`src/rtl/ptrg_pkg.sv`:
```
// Purpose: shared constants and types of the pulse train ramp generator
// Assumes: 40 MHz pclk, 32-bit APB register words
// Notes: every offset, bit position and cycle count lives here; reset values too, except those of the emitted and irq status registers
package ptrg_pkg;

	// clock and rate figures
	localparam int unsigned CLK_HZ   = 40_000_000;
	localparam logic [25:0] HALF_CLK = 26'(CLK_HZ / 2);
	localparam logic [31:0] HZ_MAX   = 32'h0003_0d40;
	localparam int          HZ_W     = 18;
	localparam int          FRAC_W   = 16;
	localparam int          ACC_W    = 25;
	localparam logic [4:0]  DIV_STEPS = 5'h10;

	// register byte offsets
	localparam logic [7:0] OFS_CTRL      = 8'h00;
	localparam logic [7:0] OFS_BEGIN_HZ  = 8'h04;
	localparam logic [7:0] OFS_END_HZ    = 8'h08;
	localparam logic [7:0] OFS_PLAT_HZ   = 8'h0c;
	localparam logic [7:0] OFS_UP_CNT    = 8'h10;
	localparam logic [7:0] OFS_DOWN_CNT  = 8'h14;
	localparam logic [7:0] OFS_TRAIN_LEN = 8'h18;
	localparam logic [7:0] OFS_EMITTED   = 8'h1c;
	localparam logic [7:0] OFS_STATUS    = 8'h20;
	localparam logic [7:0] OFS_IRQ_STAT  = 8'h24;
	localparam logic [7:0] OFS_IRQ_MASK  = 8'h28;

	// control register bits
	localparam int CTRL_START = 0;
	localparam int CTRL_STOP  = 1;
	localparam int CTRL_SOFT  = 2;
	localparam int CTRL_SHAPE = 3;
	localparam int CTRL_W     = 4;

	// status register: flags in [8:0], channel mode in [13:12]
	localparam int STAT_MODE_LSB = 12;

	// interrupt status bits
	localparam int IRQ_DONE    = 0;
	localparam int IRQ_REFUSED = 1;
	localparam int IRQ_HALTED  = 2;
	localparam int IRQ_W       = 3;

	// reset values
	localparam logic [3:0]  CTRL_RST = 4'h0;
	localparam logic [31:0] HZ_RST   = 32'h0000_0001;
	localparam logic [31:0] CNT_RST  = 32'h0000_0000;
	localparam logic [31:0] LEN_RST  = 32'h0000_0001;
	localparam logic [2:0]  MASK_RST = 3'h0;

	typedef enum logic [1:0] {
		PH_IDLE = 2'b00,
		PH_UP   = 2'b01,
		PH_PLAT = 2'b11,
		PH_DOWN = 2'b10
	} ptrg_phase_t;

	typedef enum logic [1:0] {
		MODE_DIGITAL     = 2'h0,
		MODE_PWM         = 2'h1,
		MODE_PULSE_TRAIN = 2'h2
	} ptrg_mode_t;

	typedef struct packed {
		logic [HZ_W-1:0] from_hz;
		logic [HZ_W-1:0] to_hz;
		logic [31:0]     len;
	} ptrg_seg_t;

	typedef struct packed {
		logic error;
		logic bad_chan;
		logic bad_count_flag;
		logic bad_rate_flag;
		logic done;
		logic ramp_down;
		logic plateau;
		logic ramp_up;
		logic running;
	} ptrg_stat_t;

endpackage

```
`src/rtl/ptrg_top.sv`:
```
// Purpose: APB-controlled 50% duty pulse train with trapezoid or S ramps
// Assumes: chan_mode and chan_bound come from logic on pclk
// Notes: per-pulse frequency from an NCO; ramp fraction by a serial divider
// Functional notes
// - every pulse is 50% duty; only the frequency changes between pulses
// - shape bit clear gives linear ramps, set gives S-curve ramps
// - ramp-up and ramp-down each last exactly their configured pulse counts
// - a 32-bit readable counter holds pulses emitted in the current train
// - a train starts only on a rising edge of the start bit
// - a stop rising edge ends the train at once, no ramp
// - a soft stop rising edge begins an orderly wind-down
// - soft stop ramps the rate down along the selected shape
// - running flag is high exactly while pulses are emitted
// - three phase flags report ramp-up, plateau and ramp-down
// - done flag sets once the whole train has been emitted or a soft stop has ended it
// - bad rate flag shows any frequency outside its range
// - parameters are checked continuously; status flags always current
// - error when no channel is bound or it is not in pulse train mode
// - channel configured mode is readable and read-only
//
// Local design decisions: the placing of the registers and the APB slave port.
`timescale 1ns/1ps
module ptrg_top (
	input  wire logic                     pclk,
	input  wire logic                     presetn,
	input  wire logic                     ce,
	input  wire logic                     psel,
	input  wire logic                     penable,
	input  wire logic                     pwrite,
	input  wire logic [7:0]               paddr,
	input  wire logic [31:0]              pwdata,
	output logic      [31:0]              prdata,
	output logic                          pready,
	output logic                          pslverr,
	input  wire logic [1:0]               chan_mode,
	input  wire logic                     chan_bound,
	output logic                          pulse_out,
	output logic                          irq
);

	// frequency range check; low bound is 0 or 1 Hz
	function automatic logic rate_ok(input logic [31:0] hz, input logic need_one);
		rate_ok = (hz <= ptrg_pkg::HZ_MAX) && (!need_one || hz != 32'h0);
	endfunction

	logic [ptrg_pkg::CTRL_W-1:0]    ctrl_r;
	logic [2:0]                     cmd_prev_r;
	logic [31:0]                    begin_hz_r;
	logic [31:0]                    end_hz_r;
	logic [31:0]                    plat_hz_r;
	logic [31:0]                    up_cnt_r;
	logic [31:0]                    down_cnt_r;
	logic [31:0]                    train_len_r;
	logic [31:0]                    emitted_r;
	logic [ptrg_pkg::IRQ_W-1:0]     irq_stat_r;
	logic [ptrg_pkg::IRQ_W-1:0]     irq_mask_r;
	logic [31:0]                    prdata_r;
	ptrg_pkg::ptrg_phase_t          phase_r;
	ptrg_pkg::ptrg_phase_t          phase_nxt;
	ptrg_pkg::ptrg_seg_t            seg_r;
	ptrg_pkg::ptrg_seg_t            seg_nxt;
	logic [31:0]                    k_r;
	logic [31:0]                    k_nxt;
	logic [ptrg_pkg::HZ_W-1:0]      cur_hz_r;
	logic [ptrg_pkg::HZ_W-1:0]      cur_hz_nxt;
	logic                           soft_r;
	logic                           soft_nxt;
	logic                           done_r;
	logic                           fin;
	logic                           halted;
	logic                           launch;
	logic                           refused;
	logic [ptrg_pkg::ACC_W-1:0]     acc_r;
	logic                           out_r;
	logic                           div_busy_r;
	logic [4:0]                     div_cnt_r;
	logic [32:0]                    div_rem_r;
	logic [ptrg_pkg::FRAC_W-1:0]    div_q_r;

	// apb decode
	wire       apb_acc   = psel && penable;
	wire       apb_wr    = apb_acc && pwrite;
	wire       apb_setup = psel && !penable;
	wire [7:0] addr      = paddr;
	wire       hit_ctrl  = addr == ptrg_pkg::OFS_CTRL;
	wire       hit_begin = addr == ptrg_pkg::OFS_BEGIN_HZ;
	wire       hit_end   = addr == ptrg_pkg::OFS_END_HZ;
	wire       hit_plat  = addr == ptrg_pkg::OFS_PLAT_HZ;
	wire       hit_up    = addr == ptrg_pkg::OFS_UP_CNT;
	wire       hit_down  = addr == ptrg_pkg::OFS_DOWN_CNT;
	wire       hit_len   = addr == ptrg_pkg::OFS_TRAIN_LEN;
	wire       hit_emit  = addr == ptrg_pkg::OFS_EMITTED;
	wire       hit_stat  = addr == ptrg_pkg::OFS_STATUS;
	wire       hit_istat = addr == ptrg_pkg::OFS_IRQ_STAT;
	wire       hit_imask = addr == ptrg_pkg::OFS_IRQ_MASK;
	wire       mapped    = hit_ctrl || hit_begin || hit_end || hit_plat || hit_up || hit_down
	                       || hit_len || hit_emit || hit_stat || hit_istat || hit_imask;

	// command edges against last cycle's copy
	wire start_edge = ctrl_r[ptrg_pkg::CTRL_START] && !cmd_prev_r[0];
	wire stop_edge  = ctrl_r[ptrg_pkg::CTRL_STOP] && !cmd_prev_r[1];
	wire soft_edge  = ctrl_r[ptrg_pkg::CTRL_SOFT] && !cmd_prev_r[2];
	wire s_shape    = ctrl_r[ptrg_pkg::CTRL_SHAPE];

	// live parameter checks
	wire        bad_rate_flag  = !rate_ok(begin_hz_r, 1'b0) || !rate_ok(end_hz_r, 1'b0)
	                             || !rate_ok(plat_hz_r, 1'b1);
	wire [32:0] ramp_sum       = {1'b0, up_cnt_r} + {1'b0, down_cnt_r};
	wire        bad_count_flag = (train_len_r == 32'h0)
	                             || (ramp_sum >= {1'b0, train_len_r});
	wire        bad_chan       = !chan_bound
	                             || (chan_mode != ptrg_pkg::MODE_PULSE_TRAIN);
	wire        params_bad     = bad_rate_flag || bad_count_flag || bad_chan;
	wire        running        = phase_r != ptrg_pkg::PH_IDLE;

	// nco: a toggle each half period, so high and low halves match
	wire [ptrg_pkg::HZ_W-1:0]  eff_hz   = (cur_hz_r == '0) ? ptrg_pkg::HZ_W'(1) : cur_hz_r;
	wire [25:0]                acc_sum  = {1'b0, acc_r} + {8'h00, eff_hz};
	wire                       tick     = running && (acc_sum >= ptrg_pkg::HALF_CLK);
	wire [25:0]                acc_sub  = acc_sum - ptrg_pkg::HALF_CLK;
	wire [ptrg_pkg::ACC_W-1:0] acc_nxt  = tick ? acc_sub[ptrg_pkg::ACC_W-1:0]
	                                           : acc_sum[ptrg_pkg::ACC_W-1:0];
	wire                       pulse_begin = tick && !out_r;
	wire                       pulse_end   = tick && out_r;

	wire [31:0] k_inc       = k_r + 32'h1;
	wire [31:0] emitted_inc = emitted_r + 32'h1;
	wire [31:0] down_at     = train_len_r - down_cnt_r;
	wire        into_down   = emitted_inc >= down_at;
	wire        seg_over    = k_inc >= seg_r.len;
	wire        is_ramp     = (phase_r == ptrg_pkg::PH_UP) || (phase_r == ptrg_pkg::PH_DOWN);

	// ramp shaping: x = k/len, s = 3x^2 - 2x^3
	wire [31:0]                  sq      = 32'(div_q_r) * 32'(div_q_r);
	wire [15:0]                  x2      = sq[31:16];
	wire [31:0]                  cu      = 32'(x2) * 32'(div_q_r);
	wire [15:0]                  x3      = cu[31:16];
	wire [17:0]                  s_val   = 18'(3) * {2'b00, x2} - {1'b0, x3, 1'b0};
	wire [16:0]                  frac    = s_shape ? s_val[16:0] : {1'b0, div_q_r};
	wire signed [18:0]           delta   = $signed({1'b0, seg_r.to_hz}) - $signed({1'b0, seg_r.from_hz});
	wire signed [36:0]           prod    = 37'(delta) * $signed({20'h0, frac});
	wire signed [36:0]           step    = prod >>> ptrg_pkg::FRAC_W;
	wire [18:0]                  f_wide  = {1'b0, seg_r.from_hz} + step[18:0];
	wire [ptrg_pkg::HZ_W-1:0]    f_calc  = f_wide[ptrg_pkg::HZ_W-1:0];

	// divider step: one quotient bit per cycle
	wire [32:0] div_sh  = {div_rem_r[31:0], 1'b0};
	wire        div_ge  = div_sh >= {1'b0, seg_r.len};
	wire [32:0] div_sub = div_sh - {1'b0, seg_r.len};

	// train sequencing
	always_comb begin
		phase_nxt  = phase_r;
		seg_nxt    = seg_r;
		k_nxt      = k_r;
		cur_hz_nxt = cur_hz_r;
		soft_nxt   = soft_r || (soft_edge && running);
		fin        = 1'b0;
		halted     = 1'b0;
		launch     = 1'b0;
		refused    = 1'b0;
		if (stop_edge && running) begin
			phase_nxt = ptrg_pkg::PH_IDLE;
			soft_nxt  = 1'b0;
			halted    = 1'b1;
		end else if (!running) begin
			soft_nxt = 1'b0;
			if (start_edge) begin
				if (params_bad) begin
					refused = 1'b1;
				end else begin
					launch = 1'b1;
					k_nxt  = 32'h0;
					if (up_cnt_r != 32'h0) begin
						phase_nxt  = ptrg_pkg::PH_UP;
						seg_nxt    = '{begin_hz_r[ptrg_pkg::HZ_W-1:0], plat_hz_r[ptrg_pkg::HZ_W-1:0],
						               up_cnt_r};
						cur_hz_nxt = begin_hz_r[ptrg_pkg::HZ_W-1:0];
					end else begin
						phase_nxt  = ptrg_pkg::PH_PLAT;
						seg_nxt    = '{plat_hz_r[ptrg_pkg::HZ_W-1:0], plat_hz_r[ptrg_pkg::HZ_W-1:0], 32'h0};
						cur_hz_nxt = plat_hz_r[ptrg_pkg::HZ_W-1:0];
					end
				end
			end
		end else if (pulse_end) begin
			k_nxt      = k_inc;
			cur_hz_nxt = (phase_r == ptrg_pkg::PH_PLAT) ? cur_hz_r : f_calc;
			if (emitted_inc == train_len_r || (phase_r == ptrg_pkg::PH_DOWN && soft_r && seg_over)) begin
				fin = 1'b1;
			end else if (soft_r && phase_r != ptrg_pkg::PH_DOWN) begin
				if (down_cnt_r == 32'h0) begin
					fin = 1'b1;
				end else begin
					phase_nxt  = ptrg_pkg::PH_DOWN;
					seg_nxt    = '{cur_hz_r, end_hz_r[ptrg_pkg::HZ_W-1:0], down_cnt_r};
					k_nxt      = 32'h0;
					cur_hz_nxt = cur_hz_r;
				end
			end else if ((phase_r == ptrg_pkg::PH_UP && seg_over) || (phase_r == ptrg_pkg::PH_PLAT && into_down)) begin
				k_nxt      = 32'h0;
				cur_hz_nxt = plat_hz_r[ptrg_pkg::HZ_W-1:0];
				if (into_down) begin
					phase_nxt = ptrg_pkg::PH_DOWN;
					seg_nxt   = '{plat_hz_r[ptrg_pkg::HZ_W-1:0], end_hz_r[ptrg_pkg::HZ_W-1:0], down_cnt_r};
				end else begin
					phase_nxt = ptrg_pkg::PH_PLAT;
					seg_nxt   = '{plat_hz_r[ptrg_pkg::HZ_W-1:0], plat_hz_r[ptrg_pkg::HZ_W-1:0], 32'h0};
				end
			end
			if (fin) begin
				phase_nxt = ptrg_pkg::PH_IDLE;
				soft_nxt  = 1'b0;
			end
		end
	end

	// status word
	ptrg_pkg::ptrg_stat_t stat;
	assign stat.running        = running;
	assign stat.ramp_up        = phase_r == ptrg_pkg::PH_UP;
	assign stat.plateau        = phase_r == ptrg_pkg::PH_PLAT;
	assign stat.ramp_down      = phase_r == ptrg_pkg::PH_DOWN;
	assign stat.done           = done_r;
	assign stat.bad_rate_flag  = bad_rate_flag;
	assign stat.bad_count_flag = bad_count_flag;
	assign stat.bad_chan       = bad_chan;
	assign stat.error          = params_bad;

	wire [31:0] stat_word = {18'h0, chan_mode, 3'h0, stat};
	wire [31:0] rd_word   = hit_ctrl  ? {28'h0, ctrl_r} :
	                        hit_begin ? begin_hz_r :
	                        hit_end   ? end_hz_r :
	                        hit_plat  ? plat_hz_r :
	                        hit_up    ? up_cnt_r :
	                        hit_down  ? down_cnt_r :
	                        hit_len   ? train_len_r :
	                        hit_emit  ? emitted_r :
	                        hit_stat  ? stat_word :
	                        hit_istat ? {29'h0, irq_stat_r} :
	                        hit_imask ? {29'h0, irq_mask_r} : 32'h0;

	wire [ptrg_pkg::IRQ_W-1:0] irq_evt = {halted, refused, fin};
	wire [ptrg_pkg::IRQ_W-1:0] irq_clr = (apb_wr && hit_istat) ? pwdata[ptrg_pkg::IRQ_W-1:0] : '0;

	assign prdata    = prdata_r;
	assign pready    = 1'b1;
	assign pslverr   = apb_acc && !mapped;
	assign pulse_out = out_r;
	assign irq       = |(irq_stat_r & irq_mask_r);

	// software registers
	always_ff @(posedge pclk or negedge presetn) begin
		if (!presetn) begin
			ctrl_r      <= ptrg_pkg::CTRL_RST;
			cmd_prev_r  <= 3'h0;
			begin_hz_r  <= ptrg_pkg::HZ_RST;
			end_hz_r    <= ptrg_pkg::HZ_RST;
			plat_hz_r   <= ptrg_pkg::HZ_RST;
			up_cnt_r    <= ptrg_pkg::CNT_RST;
			down_cnt_r  <= ptrg_pkg::CNT_RST;
			train_len_r <= ptrg_pkg::LEN_RST;
			irq_mask_r  <= ptrg_pkg::MASK_RST;
			irq_stat_r  <= '0;
			prdata_r    <= 32'h0;
		end else if (ce) begin
			cmd_prev_r <= ctrl_r[2:0];
			irq_stat_r <= (irq_stat_r & ~irq_clr) | irq_evt; // set beats clear
			if (apb_setup && !pwrite) begin
				prdata_r <= rd_word;
			end
			if (apb_wr && hit_ctrl) begin
				ctrl_r <= pwdata[ptrg_pkg::CTRL_W-1:0];
			end
			if (apb_wr && hit_begin) begin
				begin_hz_r <= pwdata;
			end
			if (apb_wr && hit_end) begin
				end_hz_r <= pwdata;
			end
			if (apb_wr && hit_plat) begin
				plat_hz_r <= pwdata;
			end
			if (apb_wr && hit_up) begin
				up_cnt_r <= pwdata;
			end
			if (apb_wr && hit_down) begin
				down_cnt_r <= pwdata;
			end
			if (apb_wr && hit_len) begin
				train_len_r <= pwdata;
			end
			if (apb_wr && hit_imask) begin
				irq_mask_r <= pwdata[ptrg_pkg::IRQ_W-1:0];
			end
		end
	end

	// train state and pulse engine
	always_ff @(posedge pclk or negedge presetn) begin
		if (!presetn) begin
			phase_r   <= ptrg_pkg::PH_IDLE;
			seg_r     <= '0;
			k_r       <= 32'h0;
			cur_hz_r  <= '0;
			soft_r    <= 1'b0;
			done_r    <= 1'b0;
			emitted_r <= 32'h0;
			acc_r     <= '0;
			out_r     <= 1'b0;
		end else if (ce) begin
			phase_r  <= phase_nxt;
			seg_r    <= seg_nxt;
			k_r      <= k_nxt;
			cur_hz_r <= cur_hz_nxt;
			soft_r   <= soft_nxt;
			if (launch) begin
				emitted_r <= 32'h0;
				done_r    <= 1'b0;
			end else begin
				if (pulse_end) begin
					emitted_r <= emitted_inc;
				end
				if (fin) begin
					done_r <= 1'b1;
				end
			end
			if (!running || phase_nxt == ptrg_pkg::PH_IDLE) begin
				acc_r <= '0;
				out_r <= 1'b0;
			end else begin
				acc_r <= acc_nxt;
				out_r <= out_r ^ tick;
			end
		end
	end

	// fraction of the next pulse, worked out during the current high half
	always_ff @(posedge pclk or negedge presetn) begin
		if (!presetn) begin
			div_busy_r <= 1'b0;
			div_cnt_r  <= 5'h0;
			div_rem_r  <= 33'h0;
			div_q_r    <= '0;
		end else if (ce) begin
			if (pulse_begin && is_ramp) begin
				div_busy_r <= 1'b1;
				div_cnt_r  <= 5'h0;
				div_rem_r  <= {1'b0, k_inc};
				div_q_r    <= '0;
			end else if (div_busy_r) begin
				div_rem_r  <= div_ge ? div_sub : div_sh;
				div_q_r    <= {div_q_r[ptrg_pkg::FRAC_W-2:0], div_ge};
				div_cnt_r  <= div_cnt_r + 5'h1;
				div_busy_r <= (div_cnt_r + 5'h1) != ptrg_pkg::DIV_STEPS;
			end
		end
	end

endmodule // ptrg_top

```
`config.mk`:
```
export PLATFORM = sky130hd
export DESIGN_NAME = ptrg_top
export DESIGN_NICKNAME = d
export VERILOG_FILES = /design/src/rtl/ptrg_pkg.sv /design/src/rtl/ptrg_top.sv
export SDC_FILE = /design/constraint.sdc
export NUM_CORES = 2
export LEC_CHECK = 0
export ABC_AREA = 1
export BUFFER_PORTS_ARGS = -buffer_cell sky130_fd_sc_hd__buf_2
export CAP_MARGIN = 20
export CORE_MARGIN = 5
export CORE_UTILIZATION = 30
export CTS_BUF_LIST = sky130_fd_sc_hd__clkbuf_16
export DETAILED_ROUTE_END_ITERATION = 16
export GPL_ROUTABILITY_DRIVEN = 0
export SETUP_SLACK_MARGIN = 0.1
export SKIP_LAST_GASP = 1
export SYNTH_ARGS = -nofsm -noshare
export SYNTH_HDL_FRONTEND = slang
export SYNTH_SLANG_ARGS = --single-unit
```
`constraint.sdc`:
```
create_clock -name pclk -period 51.1 [get_ports pclk]
set_input_delay 7.665 -clock pclk [delete_from_list [all_inputs] [get_ports pclk]]
set_output_delay 7.665 -clock pclk [all_outputs]
set_load 0.02 [all_outputs]
```
==> results.sh <==
export IMPL_tns_ns=0
export IMPL_rsz0062_at_grt="no"
export IMPL_dr_pass1_iters=6
export IMPL_seq_area_mm2=0.0118
export IMPL_hp_class="reg -> reg"
export IMPL_track_usage_pct=17.7
export IMPL_via_count=52300
export IMPL_cts_tree="yes"
export IMPL_start_kind="register"
export IMPL_min_to="prdata[6]"
export IMPL_reg2regPathDepth=122
export IMPL_skew_ns=0.0651
export IMPL_grt_pass1_wl_um=299000
export IMPL_cts_resized=0
export IMPL_clock_sinks=471
export IMPL_start_util_pct=30.2
export IMPL_fin_util_pct=32.8
export IMPL_rows=164
export IMPL_cts_setup_buffers=0
export IMPL_placed_cells=10400
export IMPL_grt_max_degree=106
export IMPL_fp_dieW_um=458
export IMPL_clk_pin_slew_ns=0.06
export IMPL_cp_slowest_stage_delay_ns=1.10
export IMPL_slew_headroom_pct=17.4
export IMPL_critPathTopFamily="adder cells"
export IMPL_grt_ovfl_total=0
export IMPL_avgRoutedWirePerCell_um=17.9
export IMPL_yosysWarnings=0
export IMPL_setup_viol=0
export IMPL_cts_root_buffer="clkbuf_16"
export IMPL_place_area_mm2=0.0635
export IMPL_crit_required_ns=51.69
export IMPL_r2r_start="div_q_r[7]"
export IMPL_cap_violations=0
export IMPL_synthFlopType="dfrtp_1"
export IMPL_avgSynthCellArea_um2=7.69
export IMPL_syn_area_mm2=0.0603
export IMPL_synth_edff_count=0
export IMPL_end_kind="register"
export IMPL_ff2ff_setup_slack_ns=26.09
export IMPL_viasPerCell=4.99
export IMPL_final_area_mm2=0.0655
export IMPL_antenna_found_initial=3
export IMPL_hold_buffers=0
export IMPL_layout_drive_gt1_share_pct=4.14
export IMPL_dieArea_mm2=0.210
export IMPL_die_h_um=458
export IMPL_multi_input_area_mm2=0.0417
export IMPL_clock_tree_buffer_depth=3
export IMPL_ys_seq_elements=471
export IMPL_fmax_ghz=0.0400
export IMPL_worst_slew_pin_slew_ns=1.23
export IMPL_critPathMostFrequentCell="nand2_1"
export IMPL_rr_endpoint="cur_hz_r[17]"
export IMPL_fin_cells=10500
export IMPL_slowest_stage="dfrtp_1"
export IMPL_worstSetupPathType="reg -> reg"
export IMPL_arrival_ns=25.60
export IMPL_ant_nets=0
export IMPL_cp_startpoint="div_q_r[7]"
export IMPL_synth_yosys_seq_area_share_pct=19.6
export IMPL_hp_start="prdata[6]"
export IMPL_io_pins=85
export IMPL_min_period_ns=25.01
export IMPL_cp_num_buf_inv=26
export IMPL_run_status="finished clean"
export IMPL_drtIter0Drc=4182
export IMPL_h_tree_depth=2
export IMPL_synth_async_sr_flop_share_pct=100
export IMPL_wl_um=188000
export IMPL_cp_max_fo=29
export IMPL_drc_errors=0
export IMPL_whs_path_depth=2
export IMPL_fin_crit_sh_pct=48.9
export IMPL_synth_nets=9122
export IMPL_numCtsBuffers=54
export IMPL_yosysUniqueCellTypes=66
export IMPL_hpwl_um=151000
export IMPL_area_growth_pct=8.64
export IMPL_clk_latency_ns=0.68
export IMPL_syn_instance_count=7838
export IMPL_fillers=21100
export IMPL_nNetsFinal=9058
export IMPL_coreArea_mm2=0.200
export IMPL_final_hold_violation_count=0
export IMPL_grt_pass1_vias=53100
export IMPL_slew_violations=0
export IMPL_io_buffers=83
[worst register-to-register path, delay by kind of cell, from the launching register on]
kind | cells | cell delay [ns]
fa+ha+maj | 24 | 10.91
compound gates | 25 | 5.54
simple gates | 42 | 3.94
xor+xnor | 5 | 0.92
buf+inv | 26 | 2.52
flops | 1 | 1.10
[layout by cell type, fill, tap and decap left out, types with 12 or more instances in the layout]
| cell | netlist | final |
|---|---|---|
| xor2_1 | 193 | 189 |
| nand2_1 | 1708 | 1702 |
| o2111ai_1 | 31 | 31 |
| xnor2_1 | 89 | 89 |
| o21ai_0 | 672 | 670 |
| clkbuf_16 | 0 | 54 |
| o21bai_1 | 12 | 12 |
| nand3_1 | 184 | 184 |
| clkinv_1 | 22 | 30 |
| nand4_1 | 55 | 55 |
| ha_1 | 558 | 558 |
| o211ai_1 | 52 | 52 |
| dfrtp_1 | 467 | 467 |
| nor2_1 | 474 | 470 |
| a21oi_1 | 372 | 371 |
| fa_1 | 677 | 677 |
| a211oi_1 | 13 | 13 |
| o221ai_1 | 23 | 23 |
| o22ai_1 | 71 | 71 |
| inv_1 | 1510 | 1515 |
| nor4_1 | 74 | 74 |
| a31oi_1 | 24 | 24 |
| a21o_1 | 16 | 16 |
| a21boi_0 | 17 | 17 |
| or2_2 | 15 | 15 |
| buf_2 | 19 | 82 |
| buf_4 | 5 | 71 |
| o21ai_1 | 55 | 53 |
| nor3_1 | 54 | 54 |
[Yosys cell counts (19+ instances only)]
| library cell | number | area (um^2) |
|---|---|---|
| o2111ai_1 | 31 | 272 |
| fa_1 | 677 | 13600 |
| ha_1 | 558 | 6980 |
| inv_1 | 1510 | 5670 |
| o21ai_1 | 55 | 275 |
| clkbuf_1 | 232 | 871 |
| a31oi_1 | 24 | 150 |
| xnor2_1 | 89 | 780 |
| buf_2 | 19 | 95.1 |
| clkinv_1 | 22 | 82.6 |
| o221ai_1 | 23 | 201 |
| o211ai_1 | 52 | 390 |
| nand3_1 | 184 | 921 |
| nand4_1 | 55 | 344 |
| o21ai_0 | 672 | 3360 |
| nor4_1 | 74 | 463 |
| a21oi_1 | 372 | 1860 |
| nor3_1 | 54 | 270 |
| nor2_1 | 474 | 1780 |
| o22ai_1 | 71 | 444 |
| nand2_1 | 1708 | 6410 |
| xor2_1 | 193 | 1690 |
| dfrtp_1 | 467 | 11700 |
[cells by family (layout without fill, tap and decap cells)]
group	count (synthesis)	in the layout	synth area share, %
AND/OR/NAND/NOR	2604	2604	17.6
buffers and inverters	1818	1799	11.5
AO/OA/AOI/OAI	1426	1426	13.2
adder cells (fa/ha/maj)	1235	1235	34.1
flip-flops	471	471	19.6
XOR/XNOR	283	283	4.12
other	1	2	0.00622
[how the worst max path moves through the flow]
| stage | endpoint | cells after the start |
|---|---|---|
| floorplan | cur_hz_r[17] | 121 |
| global placement | cur_hz_r[17] | 121 |
| detailed placement | cur_hz_r[17] | 122 |
| CTS | cur_hz_r[17] | 122 |
| global route | cur_hz_r[17] | 122 |
| finish | cur_hz_r[17] | 122 |
[metal layers]
layer  routed length, um  share of wire [%]  track usage [%]  up-vias
met5                  31              0.017                0        -
met4               10200                5.4             8.14        4
met3               10100                5.4             1.79      395
met2               88500                 47             30.2     1697
met1               78800                 42             22.6    25500
li1                    -                  -                -    24700
[cell type report]
class	count	area share, %
inverter	1538	8.82
multi-input combinational	5549	63.6
clock inverter	47	0.757
tap	2656	5.07
sequential	471	18.0
clock buffer	54	2.06
antenna	1	0.00382
timing repair buffer	160	1.65
[sequential cells by signal (all words and copies together) (netlist names), 4 cells and up]
name / cells
down_cnt_r: 32
train_len_r: 32
up_cnt_r: 32
k_r: 32
div_q_r: 16
seg_r: 68
begin_hz_r: 32
div_cnt_r: 5
plat_hz_r: 32
div_rem_r: 32
acc_r: 25
prdata: 32
end_hz_r: 32
ctrl_r: 4
emitted_r: 32
cur_hz_r: 18
[through the flow]
stage / worst slack (ns) / hold slack (ns)
floorplan: 29.68 / 0.453
global placement: 26.60 / 0.468
detailed placement: 26.31 / 0.469
CTS: 26.21 / 0.483
global route: 24.31 / 0.493
finish: 26.09 / 0.474
Power is left out: the tool's default activity adds up to more than one toggle a clock period on the data nets, which glitch-free logic cannot reach.
